$ cat src/rtl/adc_ctrl_pkg.sv
package adc_ctrl_pkg;

   // register byte offsets
   localparam logic [7:0] OFS_CSR     = 8'h3C;
   localparam logic [7:0] OFS_RESULT  = 8'h40;
   localparam logic [7:0] OFS_CLK_SEL = 8'h44;

   // control and status bit positions
   localparam int unsigned CSR_DONE_BIT = 7;
   localparam int unsigned CSR_IRQ_BIT  = 6;
   localparam int unsigned CSR_CONT_BIT = 5;

   // reset values
   localparam logic [7:0] CSR_RESET     = 8'h1F;
   localparam logic [7:0] CLK_SEL_RESET = 8'h00;

   // channel codes
   localparam logic [4:0] CHAN_LAST_PIN = 5'h07;
   localparam logic [4:0] CHAN_UPPER    = 5'h1D;
   localparam logic [4:0] CHAN_LOWER    = 5'h1E;
   localparam logic [4:0] CHAN_OFF      = 5'h1F;

   // conversion timing in converter clocks
   localparam logic [2:0] SAMPLE_LAST = 3'h7;
   localparam logic [2:0] MSB_INDEX   = 3'h7;
   localparam logic [7:0] SAR_FIRST   = 8'h80;

   // ahb transfer type bit that marks an active transfer
   localparam int unsigned HTRANS_ACTIVE_BIT = 1;

   typedef struct packed {
      logic       done;
      logic       irq_en;
      logic       cont;
      logic [4:0] chan;
   } csr_s;

   typedef struct packed {
      logic [2:0] prescale;
      logic       src_bus;
      logic [3:0] unused;
   } clk_sel_s;

   typedef enum logic [1:0] {
      ST_IDLE,
      ST_SAMPLE,
      ST_CONVERT
   } conv_state_e;

endpackage

$ cat src/rtl/adc_ctrl.sv
// The AHB-Lite interface to the registers was decided locally.
`timescale 1ns/1ps
`default_nettype none

module adc_ctrl
   import adc_ctrl_pkg::*;
#(
   parameter int unsigned NUM_PINS = 8
)
(
   // clock and reset
   input  wire logic                hclk,
   input  wire logic                hresetn,
   // ahb-lite slave
   input  wire logic                hsel,
   input  wire logic [31:0]         haddr,
   input  wire logic [1:0]          htrans,
   input  wire logic                hwrite,
   input  wire logic [2:0]          hsize,
   input  wire logic [31:0]         hwdata,
   input  wire logic                hready,
   output logic                     hreadyout,
   output logic                     hresp,
   output logic [31:0]              hrdata,
   // converter clock source and power state
   input  wire logic                crystal_clock,
   input  wire logic                stop_mode,
   // analog section
   input  wire logic                comparator_in,
   output logic [7:0]               dac_code,
   output logic [4:0]               analog_mux_sel,
   output logic                     analog_power_on,
   output logic                     sample_en,
   // shared port pins
   input  wire logic [NUM_PINS-1:0] port_data,
   input  wire logic [NUM_PINS-1:0] port_dir,
   input  wire logic [NUM_PINS-1:0] pin_in,
   output logic [NUM_PINS-1:0]      pin_out,
   output logic [NUM_PINS-1:0]      pin_oe,
   output logic [NUM_PINS-1:0]      port_read,
   output logic [NUM_PINS-1:0]      analog_switch_en,
   // completion interrupt
   output logic                     done_irq
);

   csr_s        control_status_reg_ff;
   clk_sel_s    clock_select_reg_ff;
   logic [7:0]  conversion_result_ff;
   logic        irq_ff;

   logic        dph_valid_ff;
   logic        dph_write_ff;
   logic [7:0]  dph_addr_ff;

   logic        xtal_meta_ff;
   logic        xtal_sync_ff;
   logic        xtal_prev_ff;
   logic        comp_meta_ff;
   logic        comp_sync_ff;
   logic [NUM_PINS-1:0] pin_meta_ff;
   logic [NUM_PINS-1:0] pin_sync_ff;

   logic [3:0]  div_cnt_ff;
   conv_state_e state_ff;
   logic        start_pend_ff;
   logic [2:0]  samp_cnt_ff;
   logic [2:0]  bit_idx_ff;
   logic [7:0]  sar_ff;

   logic        addr_phase;
   logic        csr_wr;
   logic        clk_wr;
   logic        result_rd;
   logic        src_tick;
   logic [3:0]  div_last;
   logic        adc_tick;
   logic        powered;
   logic        conv_done;
   logic [7:0]  sar_final;

   // bus interface: zero wait states, always okay
   assign hreadyout = 1'b1;
   assign hresp     = 1'b0;
   assign addr_phase = hsel & hready & htrans[HTRANS_ACTIVE_BIT];

   always_ff @(posedge hclk or negedge hresetn)
   begin
      if (!hresetn)
      begin
         dph_valid_ff <= 1'b0;
         dph_write_ff <= 1'b0;
         dph_addr_ff  <= 8'h00;
      end
      else if (hready)
      begin
         dph_valid_ff <= addr_phase;
         dph_write_ff <= hwrite;
         dph_addr_ff  <= haddr[7:0];
      end
   end

   assign csr_wr    = dph_valid_ff & dph_write_ff & (dph_addr_ff == OFS_CSR);
   assign clk_wr    = dph_valid_ff & dph_write_ff
                      & (dph_addr_ff == OFS_CLK_SEL);
   assign result_rd = dph_valid_ff & ~dph_write_ff
                      & (dph_addr_ff == OFS_RESULT);

   always_comb
   begin
      hrdata = 32'h0000_0000;
      if (dph_valid_ff && !dph_write_ff)
      begin
         if (dph_addr_ff == OFS_CSR)
         begin
            hrdata[7:0] = control_status_reg_ff;
            // done reads 0 while irq enabled
            hrdata[CSR_DONE_BIT] = control_status_reg_ff.done
                                   & ~control_status_reg_ff.irq_en;
         end
         else if (dph_addr_ff == OFS_RESULT)
         begin
            hrdata[7:0] = conversion_result_ff;
         end
         else if (dph_addr_ff == OFS_CLK_SEL)
         begin
            hrdata[7:0] = clock_select_reg_ff;
         end
      end
   end

   always_ff @(posedge hclk or negedge hresetn)
   begin
      if (!hresetn)
      begin
         control_status_reg_ff <= csr_s'(CSR_RESET);
      end
      else
      begin
         if (csr_wr)
         begin
            control_status_reg_ff.irq_en <= hwdata[CSR_IRQ_BIT];
            control_status_reg_ff.cont   <= hwdata[CSR_CONT_BIT];
            control_status_reg_ff.chan   <= hwdata[4:0];
         end
         // done set at end unless irq enabled, result read clears
         if (conv_done && !control_status_reg_ff.irq_en)
         begin
            control_status_reg_ff.done <= 1'b1;
         end
         else if (result_rd)
         begin
            control_status_reg_ff.done <= 1'b0;
         end
      end
   end

   always_ff @(posedge hclk or negedge hresetn)
   begin
      if (!hresetn)
      begin
         clock_select_reg_ff <= clk_sel_s'(CLK_SEL_RESET);
      end
      else if (clk_wr)
      begin
         clock_select_reg_ff.prescale <= hwdata[7:5];
         clock_select_reg_ff.src_bus  <= hwdata[4];
         clock_select_reg_ff.unused   <= 4'h0;
      end
   end

   // irq set at end, cleared by result read or csr write
   always_ff @(posedge hclk or negedge hresetn)
   begin
      if (!hresetn)
      begin
         irq_ff <= 1'b0;
      end
      else if (conv_done && control_status_reg_ff.irq_en)
      begin
         irq_ff <= 1'b1;
      end
      else if (result_rd || csr_wr)
      begin
         irq_ff <= 1'b0;
      end
   end

   assign done_irq = irq_ff;

   always_ff @(posedge hclk or negedge hresetn)
   begin
      if (!hresetn)
      begin
         conversion_result_ff <= 8'h00;
      end
      else if (conv_done)
      begin
         conversion_result_ff <= sar_final;
      end
   end

   // synchronise crystal clock, comparator and pins
   always_ff @(posedge hclk or negedge hresetn)
   begin
      if (!hresetn)
      begin
         xtal_meta_ff <= 1'b0;
         xtal_sync_ff <= 1'b0;
         xtal_prev_ff <= 1'b0;
         comp_meta_ff <= 1'b0;
         comp_sync_ff <= 1'b0;
         pin_meta_ff  <= '0;
         pin_sync_ff  <= '0;
      end
      else
      begin
         xtal_meta_ff <= crystal_clock;
         xtal_sync_ff <= xtal_meta_ff;
         xtal_prev_ff <= xtal_sync_ff;
         comp_meta_ff <= comparator_in;
         comp_sync_ff <= comp_meta_ff;
         pin_meta_ff  <= pin_in;
         pin_sync_ff  <= pin_meta_ff;
      end
   end

   assign src_tick = clock_select_reg_ff.src_bus
                     | (xtal_sync_ff & ~xtal_prev_ff);

   always_comb
   begin
      div_last = 4'hF;
      if (!clock_select_reg_ff.prescale[2])
      begin
         case (clock_select_reg_ff.prescale[1:0])
            2'h0:    div_last = 4'h0;
            2'h1:    div_last = 4'h1;
            2'h2:    div_last = 4'h3;
            default: div_last = 4'h7;
         endcase
      end
   end

   always_ff @(posedge hclk or negedge hresetn)
   begin
      if (!hresetn)
      begin
         div_cnt_ff <= 4'h0;
      end
      else if (src_tick)
      begin
         div_cnt_ff <= (div_cnt_ff >= div_last) ? 4'h0 : div_cnt_ff + 4'h1;
      end
   end

   assign adc_tick = src_tick & (div_cnt_ff >= div_last);

   // all ones turns the converter off
   assign powered = (control_status_reg_ff.chan != CHAN_OFF);

   // trial bit at bit_idx_ff resolved from the comparator
   always_comb
   begin
      sar_final = sar_ff;
      if (!comp_sync_ff)
      begin
         sar_final[bit_idx_ff] = 1'b0;
      end
   end

   assign conv_done = (state_ff == ST_CONVERT) & adc_tick & ~stop_mode
                      & (bit_idx_ff == 3'h0);

   always_ff @(posedge hclk or negedge hresetn)
   begin
      if (!hresetn)
      begin
         start_pend_ff <= 1'b0;
      end
      // a csr write starts a conversion unless it selects the all-ones off code
      else if (csr_wr)
      begin
         start_pend_ff <= (hwdata[4:0] != CHAN_OFF);
      end
      else if (stop_mode && state_ff != ST_IDLE)
      begin
         start_pend_ff <= 1'b1;
      end
      else if (!powered || (state_ff == ST_IDLE && adc_tick && !stop_mode))
      begin
         start_pend_ff <= 1'b0;
      end
   end

   // conversion sequencer
   always_ff @(posedge hclk or negedge hresetn)
   begin
      if (!hresetn)
      begin
         state_ff    <= ST_IDLE;
         samp_cnt_ff <= 3'h0;
         bit_idx_ff  <= MSB_INDEX;
         sar_ff      <= 8'h00;
      end
      // stop aborts; a csr write restarts
      else if (stop_mode || csr_wr || !powered)
      begin
         state_ff    <= ST_IDLE;
         samp_cnt_ff <= 3'h0;
         bit_idx_ff  <= MSB_INDEX;
      end
      else if (adc_tick)
      begin
         case (state_ff)
            ST_IDLE:
            begin
               if (start_pend_ff)
               begin
                  state_ff    <= ST_SAMPLE;
                  samp_cnt_ff <= 3'h0;
               end
            end
            ST_SAMPLE:
            begin
               samp_cnt_ff <= samp_cnt_ff + 3'h1;
               if (samp_cnt_ff == SAMPLE_LAST)
               begin
                  state_ff   <= ST_CONVERT;
                  bit_idx_ff <= MSB_INDEX;
                  sar_ff     <= SAR_FIRST;
               end
            end
            ST_CONVERT:
            begin
               // msb first, one bit per tick
               if (bit_idx_ff == 3'h0)
               begin
                  sar_ff <= sar_final;
                  if (control_status_reg_ff.cont)
                  begin
                     state_ff    <= ST_SAMPLE;
                     samp_cnt_ff <= 3'h0;
                  end
                  else
                  begin
                     state_ff <= ST_IDLE;
                  end
               end
               else
               begin
                  sar_ff                   <= sar_final;
                  sar_ff[bit_idx_ff - 3'h1] <= 1'b1;
                  bit_idx_ff               <= bit_idx_ff - 3'h1;
               end
            end
            default:
            begin
               state_ff <= ST_IDLE;
            end
         endcase
      end
   end

   // code tracks the trial dac against the reference span
   assign dac_code        = sar_ff;
   // channel code passed to the analog mux
   assign analog_mux_sel  = control_status_reg_ff.chan;
   assign analog_power_on = powered;
   assign sample_en       = (state_ff == ST_SAMPLE);

   // shared port pins
   genvar gi;
   generate
      for (gi = 0; gi < NUM_PINS; gi++)
      begin : g_pin
         logic sel;
         // codes 0 to 7 pick a pin
         assign sel = (control_status_reg_ff.chan == 5'(gi));
         // selected pin forced to analog input
         assign analog_switch_en[gi] = sel;
         // port writes ignored, read returns 0
         assign pin_oe[gi]    = port_dir[gi] & ~sel;
         assign pin_out[gi]   = port_data[gi] & ~sel;
         assign port_read[gi] = pin_sync_ff[gi] & ~sel;
      end
   endgenerate

endmodule

`default_nettype wire

$ cat config.mk
export PLATFORM = sky130hd
export DESIGN_NAME = adc_ctrl
export DESIGN_NICKNAME = d
export VERILOG_FILES = /design/src/rtl/adc_ctrl_pkg.sv /design/src/rtl/adc_ctrl.sv
export SDC_FILE = /design/constraint.sdc
export NUM_CORES = 1
export LEC_CHECK = 0
export ABC_AREA = 1
export ABC_CLOCK_PERIOD_IN_PS = 1900
export BUFFER_PORTS_ARGS = -buffer_cell sky130_fd_sc_hd__buf_2
export CORE_MARGIN = 2
export CORE_UTILIZATION = 43
export DETAILED_ROUTE_END_ITERATION = 10
export GPL_TIMING_DRIVEN = 0
export MAX_ROUTING_LAYER = met4
export PLACE_DENSITY_LB_ADDON = 0.3
export RECOVER_POWER = 50
export SLEW_MARGIN = 20
export SYNTH_ARGS = -nofsm -noshare
export SYNTH_HDL_FRONTEND = slang
export SYNTH_SLANG_ARGS = --single-unit
export TNS_END_PERCENT = 100
$ cat constraint.sdc
create_clock -name hclk -period 1.9 [get_ports hclk]
set_input_delay 0.095 -clock hclk [delete_from_list [all_inputs] [get_ports hclk]]
set_output_delay 0.095 -clock hclk [all_outputs]
set_load 0.02 [all_outputs]
---- Word level (Yosys, flattened, before mapping) ----
Cells that the tools add are included.
word-level totals
  register bits ........................... 73
  input bits .............................. 101
  output and inout bits ................... 82
  logic and storage cells ................. 181
cells by class
  add/subtract/negate cells ............... 3
  order comparisons ....................... 5
  eq/ne operators ......................... 23
  muxes and demuxes ....................... 40
  bitwise operators ....................... 54
  reductions and logical operators ........ 32
operators with widths
  kind                count
  $mux 8              7
  $and 1x1->1         37
  $mux 3              9
  $eq 5x3->1 const B  4
  $pmux 3 s3          2
  $eq 8x7->1 const B  2
  $pmux 8 s2          1
  $not 1->1           13
  $reduce_and 4->1    3
  $eq 5x2->1 const B  2
  $mux 1              10
  $mux 2              5
  $ne 5x5->1 const B  2
  $reduce_bool 2->1   5
  $and 8x8->8         1
  $eq 8x6->1 const B  1
  $logic_and 1x1->1   8
  $lt 3x4->1 const B  2
  $mux 4              2
  $not 8->8           1
  $or 8x8->8          1
  $demux 1 s3         2
  $ge 3x1->1 const B  2
  $ne 3x1->1 const B  2
  22 further kinds    33

---- Logic depth before layout (Yosys ltp) ----
Gate-level depths: netlist (run 1).
  word-level depth ........................ 11
  gate-level depth with buffers ........... 14
  gate-level depth less buffers ........... 13

---- Worst setup path after synthesis (run 1) ----
Ideal clock, no wire load.
  path type ............................... reg2reg
  from .................................... reg clock_select_reg_ff[7] in the netlist's numbering
  to ...................................... reg conversion_result_ff[2]
  arrival time ............................ 1.681 ns
  required time ........................... 1.783 ns
  slack ................................... 0.101 ns
  stages on the path, launching flop included .. 12
  clock period less this slack ............ 1.799 ns
  path through ............................ dfrtp_1 > nor2_1 > nand2_1 > ha_1 > nand4_1 > nand3_1 > nand2_1 > inv_2 > nand2_2 > buf_4 > nand2_1 > o21ai_2
on the way
  cells in the longest elaborated chain, start to end .. 6
ends and longest elaborated chain
  item                      RTL line         RTL
  start: declaration        adc_ctrl.sv:47   clk_sel_s clock_select_reg_ff;
  start signal: assignment  adc_ctrl.sv:161  clock_select_reg_ff <= clk_sel_s'(CLK_SEL_RESET);
  $mux 4                    adc_ctrl.sv:233  if (!clock_select_reg_ff.prescale[2])
  $ge 4x4->1                adc_ctrl.sv:256  assign adc_tick = src_tick & (div_cnt_ff >= div_last);
  $and 1x1->1               adc_ctrl.sv:256
  $and 1x1->1 (2 in a row)  adc_ctrl.sv:271  assign conv_done = (state_ff == ST_CONVERT) & adc_tick & ~stop_mode
  $and 1x1->1               adc_ctrl.sv:272  & (bit_idx_ff == 3'h0);
  end signal: assignment    adc_ctrl.sv:198  conversion_result_ff <= sar_final;
  end: declaration          adc_ctrl.sv:48   logic [7:0] conversion_result_ff;
Every way passes these cells.
A chain may end at the register's enable or synchronous reset.

---- Worst setup path in the final report (run 1) ----
  from .................................... reg dph_addr_ff[4]
  to ...................................... out hrdata[7]
on the way
  cells in the longest elaborated chain, start to end .. 5
ends and longest elaborated chain
  item                      RTL line         RTL
  start: declaration        adc_ctrl.sv:53   logic [7:0] dph_addr_ff;
  start signal: assignment  adc_ctrl.sv:98   dph_addr_ff <= haddr[7:0];
  $eq 8x7->1                adc_ctrl.sv:124  else if (dph_addr_ff == OFS_CLK_SEL)
  $mux 8                    adc_ctrl.sv:124
  $mux 8                    adc_ctrl.sv:120  else if (dph_addr_ff == OFS_RESULT)
  $mux 8 (*)                adc_ctrl.sv:113  if (dph_addr_ff == OFS_CSR)
  $mux 8 (*)                adc_ctrl.sv:111  if (dph_valid_ff && !dph_write_ff)
  end: declaration          adc_ctrl.sv:24   output logic [31:0] hrdata,
Every way passes the cells marked *; elsewhere a longest branch is shown, timed or not.

==> metrics.cfg, run 1 <==
[pwr]
power_density_nw_per_um2 = 696.6
peakVddDrop_uv = 394.2
total_leakage_power_nw = 3.064
p_total_w = 0.003961

[cells_and_area]
final-seq-area_sq_um = 1838
num_antenna_cells = 0
syn_to_final_growth_pct = 38.20
fillCellCount = 768
nNetsFinal = 815
drive_gt1_share_pct = 34.42
multi_input_area_sq_um = 1883

[sta]
setup_viol = 1
tightest_slew_ps = 768.0
finClkSkew_ps = 9.283
rsz0062_at_grt = true
tns_ps = -16.93
final-hold-violation-count = 0
relSlewSlack_pct = 48.80
fmax_mhz = 521.7
finalCritPeriodShare_pct = 100.9
slew_viol_final = 0
min_period_ps = 1917
setup_ws_ps = -16.93

[synthesis]
synthFlopType = dfrtp_1
yosysTopAreaCellShare_pct = 39.54
synth_edf_count = 0
synth_cells = 522
synth_seq_area_share_pct = 44.65
syn_area_sq_um = 4114
synth_async_sr_flop_share_pct = 100.0
synth_area_leaders = dfrtp_1 40%, nand2_1 11%, buf_4 7.5%
synth-seq-cells = 73
ys_warn_count = 0
synth_area_leader_cell = dfrtp_1
synth_cell_type_count = 37
syn_area_per_cell_sq_um = 7.881

[die]
die_w_um = 101.8
start_util_pct = 44.52
core_region_area_sq_um = 9240
num_rows = 35
fp.dieArea_sq_um = 10370
ios = 183
die_y_um = 101.8

[clock_tree]
cts_buffers = 9
cts.htree.levels = 3
cts_tree = yes
clkLatencyLatePin_ps = 360
cts.sinks = 73
clk_transition_reported_paths_ps = 80
ctsRootBufferMaster = clkbuf_8
cts.path.max_buffers = 2

[global_routing]
antenna_found_initial = 0
grt_use_total_pct = 20.73
grt_max_degree = 44
grt_pass1_vias = 3668
grt_overflow_total = 0
grt_pass1_wl_um = 16340

[route]
drc_errors = 0
drt_iter0_drc = 138
drtAntennaViolNets = 0
dr.pass1.iters = 4
routed_wl_um = 10400
num_vias = 3820
viasPerCell = 4.575
routedWlPerCell_um = 12.46

[critical_path]
criticalPathCategory = reg2out
cpMostUsedCell = inv_1
cp_top_family = simple AND/OR/NAND/NOR gates
cpPeakStageDelay_ps = 390
slowest_stage = dfrtp_1
path_buf_inv = 3
cp.required_ps = 1800
crit_fanout = 4
crit_arrival_ps = 1820
path_cells = inv_1 > nand4_1 > nor2_2 > nand2_1 > o21ai_1 > inv_1 > a21oi_2 > buf_6
cp-end-kind = output pin
start_kind = flop

[placement]
dp_hpwl_um = 7636
gp_congestion = 0.9254
pre_cts_ws_ps = -175.4
port_buffers = 103

[outcome]
violations = setup timing
outcome = complete, but fails checks

[hold_path]
min-delay-path-class = in2reg

[run]
maxCapViolCount = 0

## cell usage in the layout (no fill, tap or decap), drive strengths merged, types with 8 or more instances in the layout
cell type,netlist,final
o21ai,28,28
dlygate4sd3,0,30
conb,2,26
nand3,33,33
dfstp,8,8
nand2,128,128
inv,82,83
clkbuf,2,14
buf,44,156
dfrtp,65,65
a21oi,14,14
nor2,67,67
ha,13,13
## Yosys cell counts (2+ instances only)
library cell,count
xor2_1,3
nand4_1,7
o211ai_1,2
buf_4,41
nand2_1,125
nor3_1,4
a21oi_1,14
clkbuf_1,2
a21boi_0,7
dfstp_2,8
mux2_2,5
nand2_2,2
o21ai_0,22
nor2_1,64
nand3_1,30
dfrtp_1,65
conb_1,2
buf_2,2
ha_1,13
inv_2,4
o21ai_2,6
nor2_2,2
nand3_2,2
inv_1,77
## state kept, by name, summed over array words and instances, names as in the netlist, 4 cells and up
| register | cells |
|---|---|
| dac_code | 8 |
| analog_mux_sel | 5 |
| dph_addr_ff | 8 |
| conversion_result_ff | 8 |
| clock_select_reg_ff | 4 |
| div_cnt_ff | 4 |
| pin_meta_ff | 8 |
| pin_sync_ff | 8 |
## routing by layer
metal	track usage, %	routed length [um]	vias to the layer above
li1	-	-	1912
met5	-	0	-
met1	24.13	4406	1791
met3	3.010	590	12
met4	8.103	135	0
met2	36.18	5268	105
## tightest hold or removal path, stage by stage
cell     delay (ps)
buf_2           150
nor3_4           80
nand3_1          90
nand2_1          50
## cell families (layout without fill, tap and decap cells)
kind of cell	count (synthesis)	after routing	synth area share [%]
fa+ha+maj	13	13	3.954
compound gates	55	55	7.969
simple gates	242	242	25.30
mux	5	5	1.369
flops	73	73	44.65
xor+xnor	4	4	0.8517
other cells	2	26	0.1825
buf+inv	128	288	15.72
## repair_timing
action,4_1_cts,5_1_grt
endpoints found under the setup margin,25,43
hold buffers,30,0
pin swaps,8,15
resized for setup,20,46
endpoints found under the hold margin,59,0
setup buffers,6,4
## report_power, final
| part | leakage [nW] | switching (W) | internal, W |
|---|---|---|---|
| clock network | 0.0929 | 0.000611 | 0.000611 |
| logic | 2.10 | 0.000546 | 0.000406 |
| registers | 0.876 | 0.000110 | 0.00168 |
| total | 3.06 | 0.00127 | 0.00269 |
## final cells by class
cell class,instances,area share (%)
buffer,46,5.986
clock buffer,10,2.245
clock inverter,6,1.188
inverter,82,5.546
multi-input combinational,345,33.12
sequential,73,32.33
tap,129,2.839
timing repair buffer,144,16.75
## metrics by stage
stage | util [%] | instance area, sq um | cells | hold slack [ps]
after global placement | 52.82 | 4881 | 778 | 203.2
final | 61.53 | 5685 | 835 | 142.4
after CTS | 59.63 | 5510 | 831 | 122.0
after detailed placement | 53.07 | 4903 | 779 | 56.79
after global routing | 61.53 | 5685 | 835 | 157.3
after floorplan | - | 4204 | 546 | -200.6
## path summary, 6_finish.rpt
check                                                   start                             endpoint  slack, ps  cells past startpoint
setup / recovery                   dph_addr_ff[4]$_DFFE_PN0P_                            hrdata[7]        -20                      8
hold / removal                                      stop_mode  conversion_result_ff[5]$_DFFE_PN0P_        140                      4
setup reg to reg           clock_select_reg_ff[7]$_DFFE_PN0P_           samp_cnt_ff[2]$_DFFE_PN0P_         90                     10
hold reg to reg                        xtal_meta_ff$_DFF_PN0_               xtal_sync_ff$_DFF_PN0_        350                      0
max in group asynchronous                             hresetn        analog_mux_sel[4]$_DFFE_PN1P_        440                      3
min in group asynchronous                             hresetn               comp_meta_ff$_DFF_PN0_        340                      2
No activity file was read; power rests on OpenSTA's default activity.
==> inputs of run 2 (changes only) <==
Settings changed: ABC_CLOCK_PERIOD_IN_PS 1900 to unset, CORE_ASPECT_RATIO set to 1.1.
==> run 2 against run 1 <==
The flow finishes with violations (hold timing, setup timing). Non-clock buffer count rose by 2. Power rose by 3.2%. Wire length is 1.4% higher. Utilization decreased by 0.85 points. Combinational power down 2.7%. Final cell count shrank 1.2%. Worst setup slack worse by 17 ps. Sequential power hardly changed. Die area hardly changed. First-iteration DRC count is 21% lower. Maximum frequency shrank 0.90%. Highest routed layer unchanged.
==> metrics.cfg, run 2 (synthesis gave the netlist of run 1 again) <==
[sta]
fmax_mhz = 517.0  ; -0.90%
final-hold-violation-count = 1  ; +1
relSlewSlack_pct = 52.84  ; +4.0 points
rsz0062_at_grt = true
min_period_ps = 1934  ; +17.45 ps
setup_viol = 2  ; +1
finClkSkew_ps = 5.311  ; -3.972 ps
whs_ps = -1.519  ; -144.0 ps
setup_ws_ps = -34.38  ; -17.45 ps
finalCritPeriodShare_pct = 101.8  ; +0.92 points
slew_viol_final = 0  ; unchanged
tightest_slew_ps = 707.4  ; -60.58 ps

[placement]
dp_hpwl_um = 7711  ; +0.98%
dp.cells = 767  ; -1.5%
port_buffers = 103  ; unchanged
gp_congestion = 0.8898  ; -3.8%
pre_cts_ws_ps = -199.4  ; -24.03 ps

[die]
fp.dieArea_sq_um = 10370  ; about the same
ios = 183  ; unchanged
num_rows = 37  ; +5.7%
core_region_area_sq_um = 9351  ; +1.2%
die_y_um = 106.6  ; +4.7%
start_util_pct = 43.99  ; -0.53 points
die_w_um = 97.26  ; -4.5%

[critical_path]
cpMostUsedCell = nand2_1
cp-end-kind = output pin
crit_arrival_ps = 1840  ; +20 ps
cp_top_family = simple AND/OR/NAND/NOR gates
criticalPathCategory = reg2out
path_cells = nor2_2 > nand2_1 > nor3_4 > buf_4 > nand2_1 > nand3_1 > nand2_1 > inv_2 > buf_6
cp.required_ps = 1800  ; about the same
crit_fanout = 6  ; +2
path_buf_inv = 3  ; unchanged
r2r_slack_ps = 60  ; -30 ps
slowest_stage = dfrtp_1
start_kind = flop
cpPeakStageDelay_ps = 390  ; about the same

[route]
viasPerCell = 4.657  ; +1.8%
routedWlPerCell_um = 12.79  ; +2.6%
num_vias = 3842  ; +0.58%
drc_errors = 0  ; unchanged
drt_iter0_drc = 109  ; -21%
dr.pass1.iters = 4  ; unchanged
drtAntennaViolNets = 0  ; unchanged
routed_wl_um = 10550  ; +1.4%

[global_routing]
grt_pass1_vias = 3766  ; +2.7%
grt_overflow_total = 0  ; unchanged
grt_pass1_wl_um = 17270  ; +5.7%
grt_use_total_pct = 21.08  ; +0.35 points
antenna_found_initial = 0  ; unchanged
grt_max_degree = 44  ; unchanged

[clock_tree]
cts_buffers = 9  ; unchanged
cts.htree.levels = 3  ; unchanged
clkLatencyLatePin_ps = 350  ; about the same
ctsRootBufferMaster = clkbuf_8
cts_tree = yes
clk_transition_reported_paths_ps = 80  ; about the same
cts.sinks = 73  ; unchanged
cts.path.max_buffers = 2  ; unchanged

[run]
maxCapViolCount = 0  ; unchanged

[outcome]
violations = hold timing, setup timing
outcome = complete, but fails checks

[pwr]
peakVddDrop_uv = 317.8  ; -19%
power_density_nw_per_um2 = 720.4  ; +3.4%
total_leakage_power_nw = 3.065  ; about the same
p_total_w = 0.004088  ; +3.2%

[cells_and_area]
drive_gt1_share_pct = 34.60  ; +0.19 points
stdcell_count = 825  ; -1.2%
final_cell_mix = 119 x nand2_1, 96 x buf_2, 71 x inv_1, 64 x dfrtp_1, 57 x nor2_1
syn_to_final_growth_pct = 37.93
num_antenna_cells = 0  ; unchanged
fillCellCount = 819  ; +6.6%
final_core_util_pct = 60.68  ; -0.85 points
nNetsFinal = 817  ; +0.25%
layout_commonest_cell = nand2_1

[hold_path]
min-delay-path-class = in2reg

## run 2: cell count changes in the layout (fill, tap and decap cells not counted), sizes merged
cell,before,now
clkbuf,14,13
bufinv,1,2
dlygate4sd3,30,29
inv,83,84
clkinvlp,2,1
buf,156,159
## run 2: path summary, 6_finish.rpt
check | from | to | cells past startpoint
hold / removal | hwdata[0] | analog_mux_sel[0]$_DFFE_PN1P_ | 3
setup / recovery | dph_addr_ff[1]$_DFFE_PN0P_ | hrdata[4] | 9
min in group asynchronous | hresetn | comp_meta_ff$_DFF_PN0_ | 2
max in group asynchronous | hresetn | clock_select_reg_ff[6]$_DFFE_PN0P_ | 3
hold reg to reg | pin_meta_ff[7]$_DFF_PN0_ | pin_sync_ff[7]$_DFF_PN0_ | 0
setup reg to reg | clock_select_reg_ff[6]$_DFFE_PN0P_ | start_pend_ff$_DFFE_PN0P_ | 11
## run 2: cell type report
type | instances | area, sq um | share of cell area (%)
multi-input combinational | 345 | 1854 | 32.68
inverter | 82 | 315.3 | 5.557
sequential | 73 | 1838 | 32.39
tap | 117 | 146.4 | 2.580
timing repair buffer | 146 | 953.4 | 16.80
clock inverter | 7 | 102.6 | 1.808
buffer | 46 | 340.3 | 5.998
clock buffer | 9 | 123.9 | 2.183
## run 2: through the flow
stage | instance area [sq um] | TNS, ps | hold slack, ps
2_1_floorplan | 4204 | 0 | -200.6
3_3_place_gp | 4866 | -2161 | 202.9
3_5_place_dp | 4888 | -2545 | 48.51
4_1_cts | 5512 | -78.82 | 0.6207
5_1_grt | 5674 | -1239 | 23.06
6_report | 5674 | -37.81 | -1.519
## run 2: per-layer routing
layer | track usage (%) | part of all wire (%) | vias to the layer above | routed length, um
met2 | 37.00 | 51 | 129 | 5347
li1 | - | - | 1924 | -
met1 | 24.54 | 41 | 1767 | 4334
met3 | 3.781 | 6.0 | 22 | 629
met4 | 7.440 | 2.2 | 0 | 237
met5 | - | 0 | - | 0
## run 2: power by group
group,switching [W],leakage [nW],internal [W],total [W]
Sequential,0.000102,0.876,0.00168,0.00178
Clock,0.000631,0.110,0.000753,0.00138
Combinational,0.000544,2.08,0.000383,0.000927
Total,0.00128,3.06,0.00281,0.00409
## run 2: timing repair
item                       in CTS  in global routing
pin swaps                       7                 11
setup endpoints to repair      25                 35
gates resized for setup        17                 43
hold endpoints to repair       58                  0
hold buffers                   29                  0
buffers inserted                7                  5
gates cloned                    0                  1
## run 2: tightest hold or removal path, cell delays in order
cell,delay [ps]
buf_2,120
nand2_1,60
o21ai_0,70
